===== config.mk =====
export PLATFORM = sky130hd
export DESIGN_NAME = dma_arb_trig
export DESIGN_NICKNAME = d
export VERILOG_FILES = /design/src/inc/dma_arb_pkg.sv /design/src/hw/dma_arb_trig.sv
export SDC_FILE = /design/constraint.sdc
export NUM_CORES = 1
export LEC_CHECK = 0
export ABC_AREA = 1
export BUFFER_PORTS_ARGS = -buffer_cell sky130_fd_sc_hd__buf_2
export CAP_MARGIN = 20
export CELL_PAD_IN_SITES_DETAIL_PLACEMENT = 1
export CELL_PAD_IN_SITES_GLOBAL_PLACEMENT = 1
export CORE_MARGIN = 5
export CORE_UTILIZATION = 25
export DETAILED_ROUTE_END_ITERATION = 6
export PLACE_DENSITY_LB_ADDON = 0.15
export REMOVE_ABC_BUFFERS = 1
export SLEW_MARGIN = 20
export SYNTH_ARGS = -nofsm -noshare
export SYNTH_HDL_FRONTEND = slang
export SYNTH_SLANG_ARGS = --single-unit

===== constraint.sdc =====
create_clock -name CLOCK -period 4.3 [get_ports CLOCK]
set_input_delay 0.86 -clock CLOCK [delete_from_list [all_inputs] [get_ports CLOCK]]
set_output_delay 0.86 -clock CLOCK [all_outputs]
set_load 0.02 [all_outputs]

===== src/inc/dma_arb_pkg.sv =====
// constants for the dma trigger and channel arbitration block
package dma_arb_pkg;

   // ------------------------------------------------------------
   // geometry
   // ------------------------------------------------------------
   localparam int NUM_CH  = 6;
   localparam int NUM_LVL = 4;
   localparam int ADDR_W  = 8;

   // ------------------------------------------------------------
   // register offsets
   // ------------------------------------------------------------
   localparam logic [7:0] OFS_QOS  = 8'h0e;
   localparam logic [7:0] OFS_TRIG = 8'h10;
   localparam logic [7:0] OFS_PRIO = 8'h14;

   // ------------------------------------------------------------
   // field layout and reset values
   // ------------------------------------------------------------
   localparam int LVL_STRIDE = 8;
   localparam int RR_EN_POS  = 7;
   localparam int PRI_POS    = 0;
   localparam int PRI_W      = 3;
   localparam int QOS_W      = 2;
   localparam logic [31:0] PRIO_RMASK  = 32'h8787_8787;
   localparam logic [31:0] TRIG_RMASK  = 32'h0000_003f;
   localparam logic [5:0]  TRIG_RESET  = 6'h00;
   localparam logic [31:0] PRIO_RESET  = 32'h0000_0000;
   localparam logic [2:0]  LAST_CH     = 3'h5;

   // ------------------------------------------------------------
   // write-back quality of service codes
   // ------------------------------------------------------------
   typedef enum logic [1:0] {
      QOS_BACKGROUND = 2'b00,
      QOS_BANDWIDTH  = 2'b01,
      QOS_LATENCY    = 2'b10,
      QOS_CRITICAL   = 2'b11
   } qos_t;
   localparam qos_t QOS_RESET = QOS_BANDWIDTH;

endpackage


===== src/hw/dma_arb_trig.sv =====
// dma software trigger, write-back qos and channel arbitration
`timescale 1ns/10ps
// What this block does
// - two-bit write-back qos selects memory priority
// - writing one with pending clear triggers channel
// - writing one while pending sets, holds bit
// - pending becoming set clears trigger bit
// - writing zero clears bit, no trigger
// - unused trigger and priority bits read zero
// - per-level enable: static or round-robin
// - round-robin field records last granted channel
// - static nonzero x: x first, then wrap
// - disabling round-robin keeps priority field
module dma_arb_trig
   import dma_arb_pkg::*;
(
   input  wire logic              CLOCK,         // 100 mhz clock
   input  wire logic              NRST,          // sync reset, low
   input  wire logic [ADDR_W-1:0] ADDR,          // register address
   input  wire logic [31:0]       WDATA,         // write data
   input  wire logic              WR,            // write strobe
   input  wire logic              RD,            // read strobe
   output logic      [31:0]       RDATA,         // read data, next cycle
   input  wire logic              WRITE_PROT,    // write protection on, trigger and priority writes only
   input  wire logic [NUM_CH-1:0] CHAN_PENDING,  // per-channel pending flag
   input  wire logic [11:0]       CHAN_LEVEL,    // 2-bit level per channel
   input  wire logic              ARB_REQ,       // engine asks for grant
   output logic [NUM_CH-1:0]      SOFT_TRIG,     // trigger pulse per channel
   output logic [QOS_W-1:0]       WRB_QOS,       // write-back qos
   output logic                   ARB_VALID,     // grant pulse
   output logic [PRI_W-1:0]       ARB_CHANNEL,   // granted channel
   output logic [1:0]             ARB_LEVEL      // level of grant
);

   // ------------------------------------------------------------
   // helpers
   // ------------------------------------------------------------
   // first requesting channel scanning upward from start, wrapping
   function automatic logic [3:0] pick_chan(input logic [5:0] req,
                                            input logic [2:0] start);
      logic [3:0] res;
      int         s;
      int         idx;
      res = 4'h0;
      s   = (start > LAST_CH) ? 0 : int'(start);
      for (int k = 0; k < NUM_CH; k++) begin
         idx = (s + k) % NUM_CH;
         if (!res[3] && req[idx]) begin
            res = {1'b1, idx[2:0]};
         end
      end
      return res;
   endfunction

   function automatic logic [2:0] pri_field(input logic [31:0] r,
                                            input int lvl);
      return r[lvl*LVL_STRIDE+PRI_POS +: PRI_W];
   endfunction

   // ------------------------------------------------------------
   // state
   // ------------------------------------------------------------
   qos_t              qos_q;
   logic [5:0]        trig_q;
   logic [5:0]        trig_d;
   logic [5:0]        pulse_q;
   logic [5:0]        pulse_d;
   logic [5:0]        pend_q;
   logic [31:0]       prio_q;
   logic [31:0]       prio_d;
   logic [31:0]       rdata_q;
   logic              valid_q;
   logic [2:0]        chan_q;
   logic [1:0]        lvl_q;
   logic              wr_trig_ok;
   logic              wr_prio_ok;
   logic [5:0]        pend_rise;
   logic [5:0]        pend_fall;
   logic [5:0]        lvl_req [NUM_LVL];
   logic [3:0]        lvl_pick [NUM_LVL];
   logic [3:0]        win;
   logic [1:0]        win_lvl;
   logic [5:0]        win_req;
   logic              arb_fire;

   assign wr_trig_ok = WR && !WRITE_PROT && (ADDR == OFS_TRIG);
   assign wr_prio_ok = WR && !WRITE_PROT && (ADDR == OFS_PRIO);
   assign pend_rise  = CHAN_PENDING & ~pend_q;
   assign pend_fall  = ~CHAN_PENDING & pend_q;

   // ------------------------------------------------------------
   // write-back qos
   // ------------------------------------------------------------
   always_ff @(posedge CLOCK) begin
      if (!NRST) begin
         qos_q <= QOS_RESET;
      end else if (WR && ADDR == OFS_QOS) begin
         qos_q <= qos_t'(WDATA[QOS_W-1:0]);
      end
   end

   // ------------------------------------------------------------
   // software trigger
   // ------------------------------------------------------------
   // a held bit fires once its channel's pending flag drops,
   // then stays set until that channel turns pending again
   always_comb begin
      trig_d  = trig_q & ~pend_rise;
      pulse_d = trig_q & pend_fall;
      if (wr_trig_ok) begin
         pulse_d = pulse_d | (WDATA[5:0] & ~CHAN_PENDING);
         trig_d  = WDATA[5:0] & CHAN_PENDING;
      end
   end

   always_ff @(posedge CLOCK) begin
      if (!NRST) begin
         trig_q  <= TRIG_RESET;
         pulse_q <= TRIG_RESET;
         pend_q  <= TRIG_RESET;
      end else begin
         trig_q  <= trig_d;
         pulse_q <= pulse_d;
         pend_q  <= CHAN_PENDING;
      end
   end

   // ------------------------------------------------------------
   // arbitration
   // ------------------------------------------------------------
   // highest level with a pending channel wins
   always_comb begin
      win     = 4'h0;
      win_lvl = 2'h0;
      win_req = 6'h0;
      for (int l = 0; l < NUM_LVL; l++) begin
         lvl_req[l] = 6'h0;
         for (int c = 0; c < NUM_CH; c++) begin
            lvl_req[l][c] = CHAN_PENDING[c] && (CHAN_LEVEL[2*c +: 2] == l[1:0]);
         end
         if (prio_q[l*LVL_STRIDE+RR_EN_POS]) begin
            // round-robin: start after last granted channel
            lvl_pick[l] = pick_chan(lvl_req[l],
               (pri_field(prio_q, l) >= LAST_CH) ? 3'h0 : pri_field(prio_q, l) + 3'h1);
         end else begin
            lvl_pick[l] = pick_chan(lvl_req[l], pri_field(prio_q, l));
         end
         if (lvl_pick[l][3]) begin
            win     = lvl_pick[l];
            win_lvl = l[1:0];
            win_req = lvl_req[l];
         end
      end
   end

   assign arb_fire = ARB_REQ && win[3];

   always_ff @(posedge CLOCK) begin
      if (!NRST) begin
         valid_q <= 1'b0;
         chan_q  <= 3'h0;
         lvl_q   <= 2'h0;
      end else begin
         valid_q <= arb_fire;
         if (arb_fire) begin
            chan_q <= win[2:0];
            lvl_q  <= win_lvl;
         end
      end
   end

   // ------------------------------------------------------------
   // priority control register
   // ------------------------------------------------------------
   // a grant record wins over a software write in the same cycle
   always_comb begin
      prio_d = prio_q;
      if (wr_prio_ok) begin
         prio_d = WDATA & PRIO_RMASK;
      end
      for (int l = 0; l < NUM_LVL; l++) begin
         if (arb_fire && win_lvl == l[1:0] && prio_q[l*LVL_STRIDE+RR_EN_POS]) begin
            prio_d[l*LVL_STRIDE+PRI_POS +: PRI_W] = win[2:0];
         end
      end
   end

   always_ff @(posedge CLOCK) begin
      if (!NRST) begin
         prio_q <= PRIO_RESET;
      end else begin
         prio_q <= prio_d;
      end
   end

   // ------------------------------------------------------------
   // read port
   // ------------------------------------------------------------
   always_ff @(posedge CLOCK) begin
      if (!NRST) begin
         rdata_q <= 32'h0000_0000;
      end else if (RD) begin
         unique case (ADDR)
            OFS_QOS:  rdata_q <= {30'h0, qos_q};
            OFS_TRIG: rdata_q <= {26'h0, trig_q} & TRIG_RMASK;
            OFS_PRIO: rdata_q <= prio_q & PRIO_RMASK;
            default:  rdata_q <= 32'h0000_0000;
         endcase
      end else begin
         rdata_q <= 32'h0000_0000;
      end
   end

   // ------------------------------------------------------------
   // outputs
   // ------------------------------------------------------------
   assign RDATA       = rdata_q;
   assign SOFT_TRIG   = pulse_q;
   assign WRB_QOS     = qos_q;
   assign ARB_VALID   = valid_q;
   assign ARB_CHANNEL = chan_q;
   assign ARB_LEVEL   = lvl_q;
endmodule


==> results of run 1 <==
repair_timing:
| item | 4_1_cts | 5_1_grt |
|---|---|---|
| pin swaps | 5 | 31 |
| resized for setup | 19 | 83 |
| endpoints found under the setup margin | 18 | 18 |
| setup buffers | 1 | 6 |
registers in the layout (all words and copies together), names as in the netlist, 2 cells and up:
name,flops
RDATA,19
ARB_CHANNEL,3
prio_q,16
pend_q,6
SOFT_TRIG,6
ARB_LEVEL,2
WRB_QOS,2
trig_q,6
per-layer routing:
layer,part of all wire [%],GRT usage (%),up-vias
li1,-,-,5806
met1,49,23.0,5294
met2,48,30.0,92
met3,1.9,1.57,24
met4,1.4,3.66,0
met5,0,0,-
layout by cell type (no fill, tap or decap), types with 9 or more instances in the layout:
| master | n |
|---|---|
| sky130_fd_sc_hd__nand4_1 | 39 |
| sky130_fd_sc_hd__nand2_2 | 47 |
| sky130_fd_sc_hd__a21oi_1 | 32 |
| sky130_fd_sc_hd__ha_1 | 72 |
| sky130_fd_sc_hd__inv_2 | 18 |
| sky130_fd_sc_hd__inv_1 | 266 |
| sky130_fd_sc_hd__nor3_1 | 37 |
| sky130_fd_sc_hd__nand3_2 | 13 |
| sky130_fd_sc_hd__nor2_2 | 14 |
| sky130_fd_sc_hd__dfxtp_1 | 54 |
| sky130_fd_sc_hd__clkbuf_16 | 9 |
| sky130_fd_sc_hd__conb_1 | 13 |
| sky130_fd_sc_hd__o21ai_0 | 67 |
| sky130_fd_sc_hd__a21oi_2 | 12 |
| sky130_fd_sc_hd__nor2_4 | 11 |
| sky130_fd_sc_hd__buf_2 | 83 |
| sky130_fd_sc_hd__o21ai_1 | 33 |
| sky130_fd_sc_hd__a211oi_1 | 9 |
| sky130_fd_sc_hd__nor2_1 | 105 |
| sky130_fd_sc_hd__buf_4 | 108 |
| sky130_fd_sc_hd__nand3b_1 | 9 |
| sky130_fd_sc_hd__o21ai_2 | 15 |
| sky130_fd_sc_hd__nand2_1 | 476 |
| sky130_fd_sc_hd__nand3_1 | 215 |
power breakdown:
part | internal, W | switching [W] | total, W
Sequential | 0.000570 | 0.00000748 | 0.000577
Combinational | 0.000140 | 0.000297 | 0.000437
Clock | 0.000452 | 0.000315 | 0.000767
Total | 0.00116 | 0.000619 | 0.00178
stage by stage:
step / worst slack, ps / cells / util [%] / TNS (ps)
global route: -6.01 / 2391 / 31.6 / -11.4
global placement: -137 / 2367 / 29.7 / -838
finish: 303 / 2391 / 31.6 / 0
CTS: 5.91 / 2384 / 30.7 / 0
floorplan: 47.5 / 1670 / - / 0
detailed placement: -263 / 2367 / 29.7 / -2650
critical path: cells and delay by family (launching register included):
| kind | cells | cell delay (ps) |
|---|---|---|
| AOI/OAI and AO/OA | 3 | 230 |
| adders and majority gates | 4 | 760 |
| buffers and inverters | 8 | 730 |
| DFF | 1 | 320 |
| and+or+nand+nor | 18 | 1840 |
path summary, 6_finish.rpt:
kind | end | slack (ps)
max | prio_q[8]$_SDFFE_PN0P_ | 300
min | RDATA[3]$_SDFF_PN0_ | 470
max reg2reg | prio_q[8]$_SDFFE_PN0P_ | 300
min reg2reg | RDATA[3]$_SDFF_PN0_ | 470
synthesized netlist by cell type (all sizes together), types with 4 or more instances:
| cell type | instances |
|---|---|
| nor2 | 131 |
| nand2 | 531 |
| o211ai | 6 |
| a211oi | 9 |
| a31oi | 4 |
| xor2 | 10 |
| a21oi | 45 |
| buf | 28 |
| nand3b | 9 |
| dfxtp | 61 |
| ha | 83 |
| nand3 | 229 |
| inv | 287 |
| clkbuf | 10 |
| or2 | 10 |
| xnor2 | 5 |
| nand4 | 44 |
| o22ai | 8 |
| o21ai | 119 |
| nor3 | 39 |
logic make-up (layout without fill, tap and decap cells):
logic type	Yosys count	in the layout	synth area share, %
and+or+nand+nor	1000	1000	47.8
other	1	14	0.0390
xor gates and xnor gates	15	15	1.37
AOI/OAI and AO/OA	208	208	13.3
adders and majority gates	83	83	10.8
muxes	1	1	0.104
DFF	61	61	12.7
buffers and inverters	327	498	13.9
final cells by class:
class	instances	area [um2]	area share [%]
Clock buffer	9	225	1.88
Inverter	289	1090	9.16
Sequential cell	61	1240	10.4
Multi-Input combinational cell	1320	7420	62.1
Timing Repair Buffer	193	1250	10.4
Clock inverter	7	75.1	0.628
Antenna cell	1	2.50	0.0209
Tap cell	511	639	5.35
==> summary.md, run 1 <==
The first global-routing pass estimated 58400 um of wire. Measured against its own limit, the worst slew margin works out to 35.8%. The post-detailed-route wirelength per cell was 15.7 um. The tools report the clock insertion delay at the later pin of the skew report as 350 ps. STA classifies the critical path endpoint as a register. Using the TritonRoute via totals, the vias-per-cell ratio works out to 4.69. Of the cells placed in the final design, the portion with a size suffix greater than 1 is 21.0%. The worst hold path belongs to the class register to register.

For the number of levels in the clock H-tree, the log shows 3. The tools report the number of top-level pins as 110. For the largest net degree at the start of global routing, the log shows 24. The reported leakage power is 6.38 nW.

The worst path uses 93.0% of the clock period. The cell sitting at the root of the clock tree is a sky130_fd_sc_hd__clkbuf_16. The post-synthesis instance area came out at 9610 um2. The average cell area after synthesis is 5.67 um2, and the sequential fraction of the synthesis area is 12.7%.

The number of setup violations in the final report came out at 0. The worst setup path is launched from a register. The initial standard-cell utilization of the core was 25.4%. The flow ran to the end, and the final reports show no timing, DRC or antenna violations. The floorplan has 71 rows.

Hold timing on the final database bottoms out at a slack of 470 ps. The arrival time of the worst setup path was 4230 ps. The worst-case IR drop observed on VDD is 125 uV. Clock-pin slew was measured on the worst setup and hold paths at 60 ps.

The number of iterations in the first detailed-routing pass was 5. The first routing iteration left 346 violations. Detailed placement ended at an HPWL of 31800 um. The slowest stage of the critical path belongs to the cell sky130_fd_sc_hd__dfxtp_2.

The number of design rule violations left after detail routing is 0. Data on the critical path is required at its endpoint by 4540 ps. The clock sink count is 61, and the count of input and output buffers is 83. Of all flip-flops after synthesis, the portion carrying an async set or reset was 0%. Critical hold path startpoint: trig_q[3]$_SDFF_PN0_. The critical path in this run is classified as register to register.

For the total congestion overflow, the log shows 0. The synthesized design contains 0 enable-type register cells. The most critical setup path has its startpoint at prio_q[9]$_SDFFE_PN0P_.

The clock arrives with 11.7 ps of skew. At the pin with the least slew margin, the transition time is 962 ps. In this run the worst path has a maximum fanout of 5.

For the worst flop-to-flop path, the logic depth is 33. For the die footprint, the log shows 42500 um2. The largest area contributor in the netlist is sky130_fd_sc_hd__nand2_1.

The instance count of the mapped netlist was 1696. Die outline width: 206 um. Number of violations of the max-capacitance limit: 0. In this run, distinct cell masters in the synthesized netlist total 63.

In this run the vertical extent of the chip is 206 um. Along the worst hold path, the cell count comes to 2. For this run, the slowest stage of the critical path takes 320 ps.

Most used flip-flop cell after synthesis: sky130_fd_sc_hd__dfxtp_1. In this run the power density over the cells is 149 nW/um2. Counting the fill cells in the layout gives 5152. Hold repair after CTS inserted 0 buffers. Counting flops and latches in the post-synthesis netlist gives 61. The clock period could shrink to 4000 ps.

The synthesis-to-finish area growth is 24.3%. Detailed-route wire length: 37500 um. For this run, the number of Yosys warnings is 0.

Among the stages of the critical path, the cell type that occurs most often is sky130_fd_sc_hd__nand2_1. Total cell area at the placement stage: 11200 um2. After routing the design area is 12000 um2.

For the via count of the first global-routing pass, the log shows 11100. The launching point of the worst reg2reg path was prio_q[9]$_SDFFE_PN0P_. Overall power consumption after layout is estimated at 0.00178 W. Counting the buffers created by CTS gives 9.

The run gives 37800 um2 as the area of the core region. For this run, the total global-route usage over all layers was measured as 17.2%. TritonCTS built the clock tree.

The clock passes through at most 2 buffers. For the number of nets with antenna violations after detailed routing, the log shows 0. In the post-synthesis netlist, the biggest area contributors are sky130_fd_sc_hd__nand2_1 19%, sky130_fd_sc_hd__dfxtp_1 13%, sky130_fd_sc_hd__nand3_1 11%.

The tools report the number of slew-limit violations in the final report as 0. The logs give 0 for the number of hold-slack violations in the final timing report and 11200 for the via total after detailed routing. The congestion estimate from routability-driven global placement came to 0.873. The logs give 1 for the number of antenna violations at the first check in global routing and 250 MHz for the upper clock frequency limit.

At the end of the flow, the number of nets in the layout was 2021. The share of Yosys cell area claimed by the top area cell type came out at 19.3%.
(Power assumes the default switching activity.)
==> run 2, diff against run 1 <==
--- a/config.mk
+++ b/config.mk
@@ -10,9 +10,11 @@
 export CAP_MARGIN = 20
 export CELL_PAD_IN_SITES_DETAIL_PLACEMENT = 1
 export CELL_PAD_IN_SITES_GLOBAL_PLACEMENT = 1
+export CORE_ASPECT_RATIO = 1.4
 export CORE_MARGIN = 5
 export CORE_UTILIZATION = 25
 export DETAILED_ROUTE_END_ITERATION = 6
+export GPL_ROUTABILITY_DRIVEN = 0
 export PLACE_DENSITY_LB_ADDON = 0.15
 export REMOVE_ABC_BUFFERS = 1
 export SLEW_MARGIN = 20
==> summary.md, run 2 (same netlist as run 1, synthesis figures left out) <==
Area of the core region: 38300 um2 (was 37800 um2). The critical path's largest stage delay is 380 ps (was 320 ps), and the via total after detailed routing is 11300 (was 11200). The TritonCTS buffer count was 9 (unchanged).

Final core utilization: 31.0% (was 31.6%). The final design area excluding fillers is 11900 um2 (was 12000 um2), and the net count of the finished layout is 2013 (was 2021). The die outline width came out at 176 um (was 206 um).

Class of the worst hold path: register to register (unchanged). TritonCTS built the clock tree. The number of flip-flops in the largest register was 19 (unchanged). Met3 wirelength from detailed routing: 773 um (was 716 um). The number of buffers on the longest clock path came out at 2 (unchanged).

The die footprint was 42500 um2 (about the same); the power per cell area was 148 nW/um2 (was 149 nW/um2). Placement row count: 85 (was 71). The tools report the number of design rule violations left after detail routing as 0 (unchanged). Top library cells by usage in the layout, fill and taps aside: 476 x sky130_fd_sc_hd__nand2_1, 263 x sky130_fd_sc_hd__inv_1, 212 x sky130_fd_sc_hd__nand3_1, 103 x sky130_fd_sc_hd__nor2_1, 99 x sky130_fd_sc_hd__buf_4 (was 476 x sky130_fd_sc_hd__nand2_1, 266 x sky130_fd_sc_hd__inv_1, 215 x sky130_fd_sc_hd__nand3_1, 108 x sky130_fd_sc_hd__buf_4, 105 x sky130_fd_sc_hd__nor2_1). The number of iterations in the first detailed-routing pass is 5 (unchanged). The most frequent cell on the critical path was sky130_fd_sc_hd__nand2_1 (unchanged). The register-to-register setup slack is 250 ps (was 300 ps). The tools report the type of origin of the critical path as a register (unchanged). The run finished with clean final reports. The slew at the pin closest to its max-slew limit was 903 ps (was 962 ps). The synthesis-to-finish area growth is 23.4% (was 24.3%), and the ratio of final minimum period to clock period is 94.2% (was 93.0%). The number of nets with antenna violations after detailed routing came out at 0 (unchanged). The total cell area at the placement stage is 11100 um2 (was 11200 um2), and the number of setup violations in the final report is 0 (unchanged). The number of hold-slack violations in the final timing report is 0 (unchanged), and the reported leakage power is 6.31 nW (was 6.38 nW). The run gives 176 uV (was 125 uV) as the worst IR drop on VDD. The logs give 25.1% (was 25.4%) for the initial standard-cell utilization of the core and 0 (unchanged) for the number of violations of the max-capacitance limit. The run gives 360 ps (was 350 ps) as the clock insertion delay at the later pin of the skew report. The detailed-route wire length came out at 38300 um (was 37500 um). The clock-pin slew on the worst setup and hold paths came out at 60 ps (about the same). Maximum fanout along the worst path: 5 (unchanged). The detailed-route vias per instance is 4.80 (was 4.69). The worst setup path category is register to register (unchanged). Slowest cell on the critical path: sky130_fd_sc_hd__dfxtp_4 (was sky130_fd_sc_hd__dfxtp_2). The proportion of layout cells with a drive suffix above 1 came out at 21.4% (was 21.0%). The area used by multi-input combinational logic came out at 7450 um2 (was 7420 um2). The first-pass GRT wire length was 60000 um (was 58400 um). The count of routing violations after the opening detailed-route iteration was 425 (was 346). The tools report the number of levels in the clock H-tree as 3 (unchanged). Clock tree root driver cell: sky130_fd_sc_hd__clkbuf_16 (unchanged). The upper clock frequency limit was 247 MHz (was 250 MHz). The layout filler cell count is 5080 (was 5152), and the largest net degree at the start of global routing is 24 (unchanged). The run gives 20500 um (was 18000 um) as the detailed route wirelength on metal2.

The number of antenna violations at the first check in global routing is 2 (was 1), and the count of input and output buffers is 83 (unchanged). The top routing layer in use is met5 (was met4). The run gives 32500 um (was 31800 um) as the half-perimeter wire length of the detailed placement result.

The worst max-slew margin expressed relative to the limit was 39.8% (was 35.8%). The clock sink count is 61 (unchanged), and the number of slew-limit violations in the final report is 0 (unchanged). The run gives 110 (unchanged) as the number of top-level pins. The detailed-route wire length on metal 1 is 16100 um (was 18200 um), and the all-layer global routing usage is 17.5% (was 17.2%). For the total congestion overflow, the log shows 0 (unchanged). The clock period minus final worst setup slack was 4050 ps (was 4000 ps). The most common cell after layout, fill and taps aside is sky130_fd_sc_hd__nand2_1 (unchanged).

The final worst clock skew came out at 6.39 ps (was 11.7 ps). The arrival time of the worst setup path came out at 4310 ps (was 4230 ps). The cts-stage hold buffer count came out at 0 (unchanged). The flip-flop and latch area was 1240 um2 (about the same); the post-detailed-route wirelength per cell was 16.3 um (was 15.7 um). The worst path required time was 4560 ps (was 4540 ps). The die outline height is 242 um (was 206 um).

The tools report the sort of element at the end of the critical path as a register (unchanged). The via count of the first global-routing pass is 11500 (was 11100).
run 2: cell types whose count changed in the layout (fill, tap and decap cells not counted), moves of 4 or more:
cell	change
sky130_fd_sc_hd__o21ai_1	+4
sky130_fd_sc_hd__ha_1	-7
sky130_fd_sc_hd__ha_2	+10
sky130_fd_sc_hd__buf_4	-9
run 2: final timing paths:
path	from	endpoint	depth (start not counted)
worst max-delay path	prio_q[17]$_SDFFE_PN0P_	prio_q[26]$_SDFFE_PN0P_	31
worst min register to register	trig_q[4]$_SDFF_PN0_	RDATA[4]$_SDFF_PN0_	2
worst min-delay path	trig_q[4]$_SDFF_PN0_	RDATA[4]$_SDFF_PN0_	2
worst max register to register	prio_q[17]$_SDFFE_PN0P_	prio_q[26]$_SDFFE_PN0P_	31
run 2: layer usage:
metal | up-vias | track usage [%]
met4 | 2 | 4.89
li1 | 5779 | -
met1 | 5358 | 20.0
met5 | - | 0
met2 | 107 | 34.1
met3 | 39 | 1.69
run 2: layout make-up:
type | count | area share [%]
Sequential cell | 61 | 10.5
Clock inverter | 7 | 0.433
Multi-Input combinational cell | 1320 | 62.8
Clock buffer | 9 | 1.90
Timing Repair Buffer | 185 | 10.1
Antenna cell | 1 | 0.0211
Tap cell | 478 | 5.04
Inverter | 289 | 9.23
run 2: critical path: cells and delay by family, from the launching register on:
family                     cells  cell delay [ps]
buffers and inverters          9              850
and+or+nand+nor               14             1350
DFF                            1              380
adders and majority gates      4              730
AOI/OAI and AO/OA              3              440
xor gates and xnor gates       1              200
run 2: power by group:
part / leakage, nW / internal, W / switching (W) / total (W)
Sequential: 0.499 / 0.000571 / 0.00000559 / 0.000576
Clock: 0.132 / 0.000392 / 0.000329 / 0.000721
Combinational: 5.68 / 0.000152 / 0.000308 / 0.000460
Total: 6.31 / 0.00111 / 0.000642 / 0.00176
run 2: stage by stage:
step           setup slack (ps)  setup TNS (ps)  hold WS (ps)  std cells  power (W)
4_1_cts                    6.14               0           481       2336    0.00176
3_5_place_dp               -221           -2520           473       2320    0.00102
5_1_grt                   -93.0            -526           505       2350    0.00184
3_3_place_gp              -82.6            -654           466       2320    0.00101
6_report                    250               0           473       2350    0.00176
2_1_floorplan              47.5               0           434       1670   0.000851
run 2: repair_timing:
item	CTS	global route
resized for setup	13	107
endpoints found under the setup margin	18	18
pin swaps	3	45
buffers inserted	0	13
==> run 3, diff against run 2 <==
--- a/config.mk
+++ b/config.mk
@@ -11,7 +11,7 @@
 export CELL_PAD_IN_SITES_DETAIL_PLACEMENT = 1
 export CELL_PAD_IN_SITES_GLOBAL_PLACEMENT = 1
 export CORE_ASPECT_RATIO = 1.4
-export CORE_MARGIN = 5
+export CORE_MARGIN = 3
 export CORE_UTILIZATION = 25
 export DETAILED_ROUTE_END_ITERATION = 6
 export GPL_ROUTABILITY_DRIVEN = 0
==> summary.md, run 3 (same netlist as run 1, synthesis figures left out) <==
The flow ran to the end, and the final reports show no timing, DRC or antenna violations. The tools report the clock insertion delay at the later pin of the skew report as 360 ps (about the same). The via count of the first global-routing pass was 11500 (about the same); the final worst clock skew was 9.75 ps (was 6.39 ps). The clock tree root driver cell is sky130_fd_sc_hd__clkbuf_16 (unchanged). The post-detailed-route wirelength per cell works out to 16.1 um (was 16.3 um). The tools report the launching point of the worst reg2reg path as prio_q[17]$_SDFFE_PN0P_ (unchanged). The synthesis-to-finish area growth was 22.9% (was 23.4%).

For the via total after detailed routing, the log shows 11200 (was 11300). The number of nets with antenna violations after detailed routing was 0 (unchanged). The number of hold-slack violations in the final timing report is 0 (unchanged), and the slew at the pin closest to its max-slew limit is 919 ps (was 903 ps). Type of origin of the critical path: a register (unchanged). The tools report the TritonCTS buffer count as 9 (unchanged). The clock period minus final worst setup slack works out to 3970 ps (was 4050 ps).

Top library cells by usage in the layout, fill and taps aside: 477 x sky130_fd_sc_hd__nand2_1, 261 x sky130_fd_sc_hd__inv_1, 213 x sky130_fd_sc_hd__nand3_1, 105 x sky130_fd_sc_hd__nor2_1, 97 x sky130_fd_sc_hd__buf_4 (was 476 x sky130_fd_sc_hd__nand2_1, 263 x sky130_fd_sc_hd__inv_1, 212 x sky130_fd_sc_hd__nand3_1, 103 x sky130_fd_sc_hd__nor2_1, 99 x sky130_fd_sc_hd__buf_4). The number of placed instances, taps included is 2314 (was 2320), and the count of input and output buffers is 83 (unchanged). For the clock sink count, the log shows 61 (unchanged). The register-to-register setup slack is 330 ps (was 250 ps).

The detailed-route wire length was 37800 um (was 38300 um). The final cell count without fillers is 2343 (was 2350). Slowest cell on the critical path: sky130_fd_sc_hd__dfxtp_2 (was sky130_fd_sc_hd__dfxtp_4). The most frequent cell on the critical path is sky130_fd_sc_hd__nand2_2 (was sky130_fd_sc_hd__nand2_1). The area of the core region came out at 37700 um2 (was 38300 um2).

The logic depth of the worst register-to-register path was 33 (was 31); the detailed-route vias per instance was 4.79 (was 4.80). The initial standard-cell utilization of the core came out at 25.5% (was 25.1%). The cts-stage hold buffer count is 0 (unchanged).

The maximum fanout along the worst path was 8 (was 5). The number of iterations in the first detailed-routing pass was 4 (was 5); the number of levels in the clock H-tree was 3 (unchanged). The tools report the source of the critical timing path as prio_q[17]$_SDFFE_PN0P_ (unchanged). Number of antenna violations at the first check in global routing: 3 (was 2). The placement row count was 84 (was 85). For the worst path required time, the log shows 4560 ps (about the same). Die outline height: 238 um (was 242 um). The tools report the number of design rule violations left after detail routing as 0 (unchanged). End of the worst register-to-register path: ARB_CHANNEL[2]$_SDFFE_PN0N_ (was prio_q[26]$_SDFFE_PN0P_). The worst setup path category is register to register (unchanged). The class of the worst hold path was register to register (unchanged).

Setup repair after global routing could not meet its margin everywhere. For the final design area excluding fillers, the log shows 11800 um2 (was 11900 um2). For the sum of negative setup slack, the log shows 0 ps (unchanged). Most common cell after layout, fill and taps aside: sky130_fd_sc_hd__nand2_1 (unchanged). The total congestion overflow is 0 (unchanged), and the number of slew-limit violations in the final report is 0 (unchanged). TritonCTS built the clock tree.

Critical path's largest stage delay: 360 ps (was 380 ps). The all-layer global routing usage is 18.3% (was 17.5%), and the die footprint is 40900 um2 (was 42500 um2). The die outline width was 172 um (was 176 um); the power per cell area was 152 nW/um2 (was 148 nW/um2).

The run gives 6.32 nW (was 6.31 nW) as the reported leakage power. The net count of the finished layout was 2010 (was 2013); the clock-pin slew on the worst setup and hold paths was 60 ps (about the same). The half-perimeter wire length of the detailed placement result was 32000 um (was 32500 um). The sort of element at the end of the critical path is a register (unchanged). The logs give 473 ps (about the same) for the worst hold margin and 110 (unchanged) for the number of top-level pins. The total cell area at the placement stage was 11100 um2 (about the same); the worst max-slew margin expressed relative to the limit was 38.6% (was 39.8%). For the first-pass GRT wire length, the log shows 59100 um (was 60000 um). For the count of routing violations after the opening detailed-route iteration, the log shows 365 (was 425). The logs give 252 MHz (was 247 MHz) for the upper clock frequency limit and 176 uV (about the same) for the worst IR drop on VDD. The ratio of final minimum period to clock period was 92.4% (was 94.2%). The tools report the timing endpoint of the critical path as ARB_CHANNEL[2]$_SDFFE_PN0N_ (was prio_q[26]$_SDFFE_PN0P_).

The logs give 0 (unchanged) for the number of violations of the max-capacitance limit and 2 (unchanged) for the number of buffers on the longest clock path. Proportion of layout cells with a drive suffix above 1: 21.2% (was 21.4%). The number of flip-flops in the largest register was 19 (unchanged); the largest net degree at the start of global routing was 24 (unchanged). The number of setup violations in the final report is 0 (unchanged), and the arrival time of the worst setup path is 4230 ps (was 4310 ps).
-- run 3: cell count changes in the layout (fill, tap and decap cells not counted), sizes merged --
cell      delta
buf          -3
bufinv       +1
clkinvlp     -1
diode        +1
-- run 3: final cells by class --
cell class,instances,area (um2)
clock inverter,7,73.8
multi-input combinational,1320,7420
clock buffer,9,225
timing repair buffer,182,1170
sequential,61,1240
antenna,2,5.00
fill,5010,25900
tap,473,592
inverter,289,1090
-- run 3: where the power goes --
part           total, W  internal (W)  switching, W  leakage [nW]
Clock          0.000771      0.000451      0.000320         0.146
Combinational  0.000450      0.000146      0.000304          5.68
Sequential     0.000578      0.000571    0.00000696         0.499
Total           0.00180       0.00117      0.000631          6.32
-- run 3: timing repair --
item,4_1_cts,5_1_grt
resized for setup,11,101
endpoints found under the setup margin,18,18
buffers inserted,0,11
pin swaps,2,34
gates cloned,0,0
-- run 3: worst max-delay path, delay by kind of cell (launching register included) --
kind,cells,cell delay [ps]
buffers and inverters,10,670
AND/OR/NAND/NOR,17,1630
AO/OA/AOI/OAI,1,160
adder cells (fa/ha/maj),4,880
XOR/XNOR,1,190
flip-flops,1,360
-- run 3: how the worst min path moves through the flow --
stage                               to                 start  slack (ps)  cells after the start
2_1_floorplan      RDATA[3]$_SDFF_PN0_  trig_q[3]$_SDFF_PN0_         430                      2
3_3_place_gp   SOFT_TRIG[0]$_SDFF_PN0_  pend_q[0]$_SDFF_PN0_         460                      2
3_5_place_dp       RDATA[4]$_SDFF_PN0_  trig_q[4]$_SDFF_PN0_         460                      2
4_1_cts        SOFT_TRIG[0]$_SDFF_PN0_  pend_q[0]$_SDFF_PN0_         470                      2
5_1_grt        SOFT_TRIG[0]$_SDFF_PN0_  pend_q[0]$_SDFF_PN0_         510                      2
6_report           RDATA[4]$_SDFF_PN0_  trig_q[4]$_SDFF_PN0_         470                      2
-- run 3: stage by stage --
step                      util [%]  worst slack [ps]  power (W)
after global placement        29.4              -148    0.00101
final                         31.3               325    0.00180
after global routing          31.3             -22.4    0.00189
after floorplan                  -              47.5   0.000851
after detailed placement      29.4              -203    0.00101
after CTS                     30.2              9.02    0.00179
-- run 3: metal layers --
layer  wire (um)  track usage, %  up-vias
met5          13               0        -
met4        1280            6.54        2
met3         887            1.94       55
met2       19900            34.7      115
met1       15700            20.7     5255
li1            -               -     5789
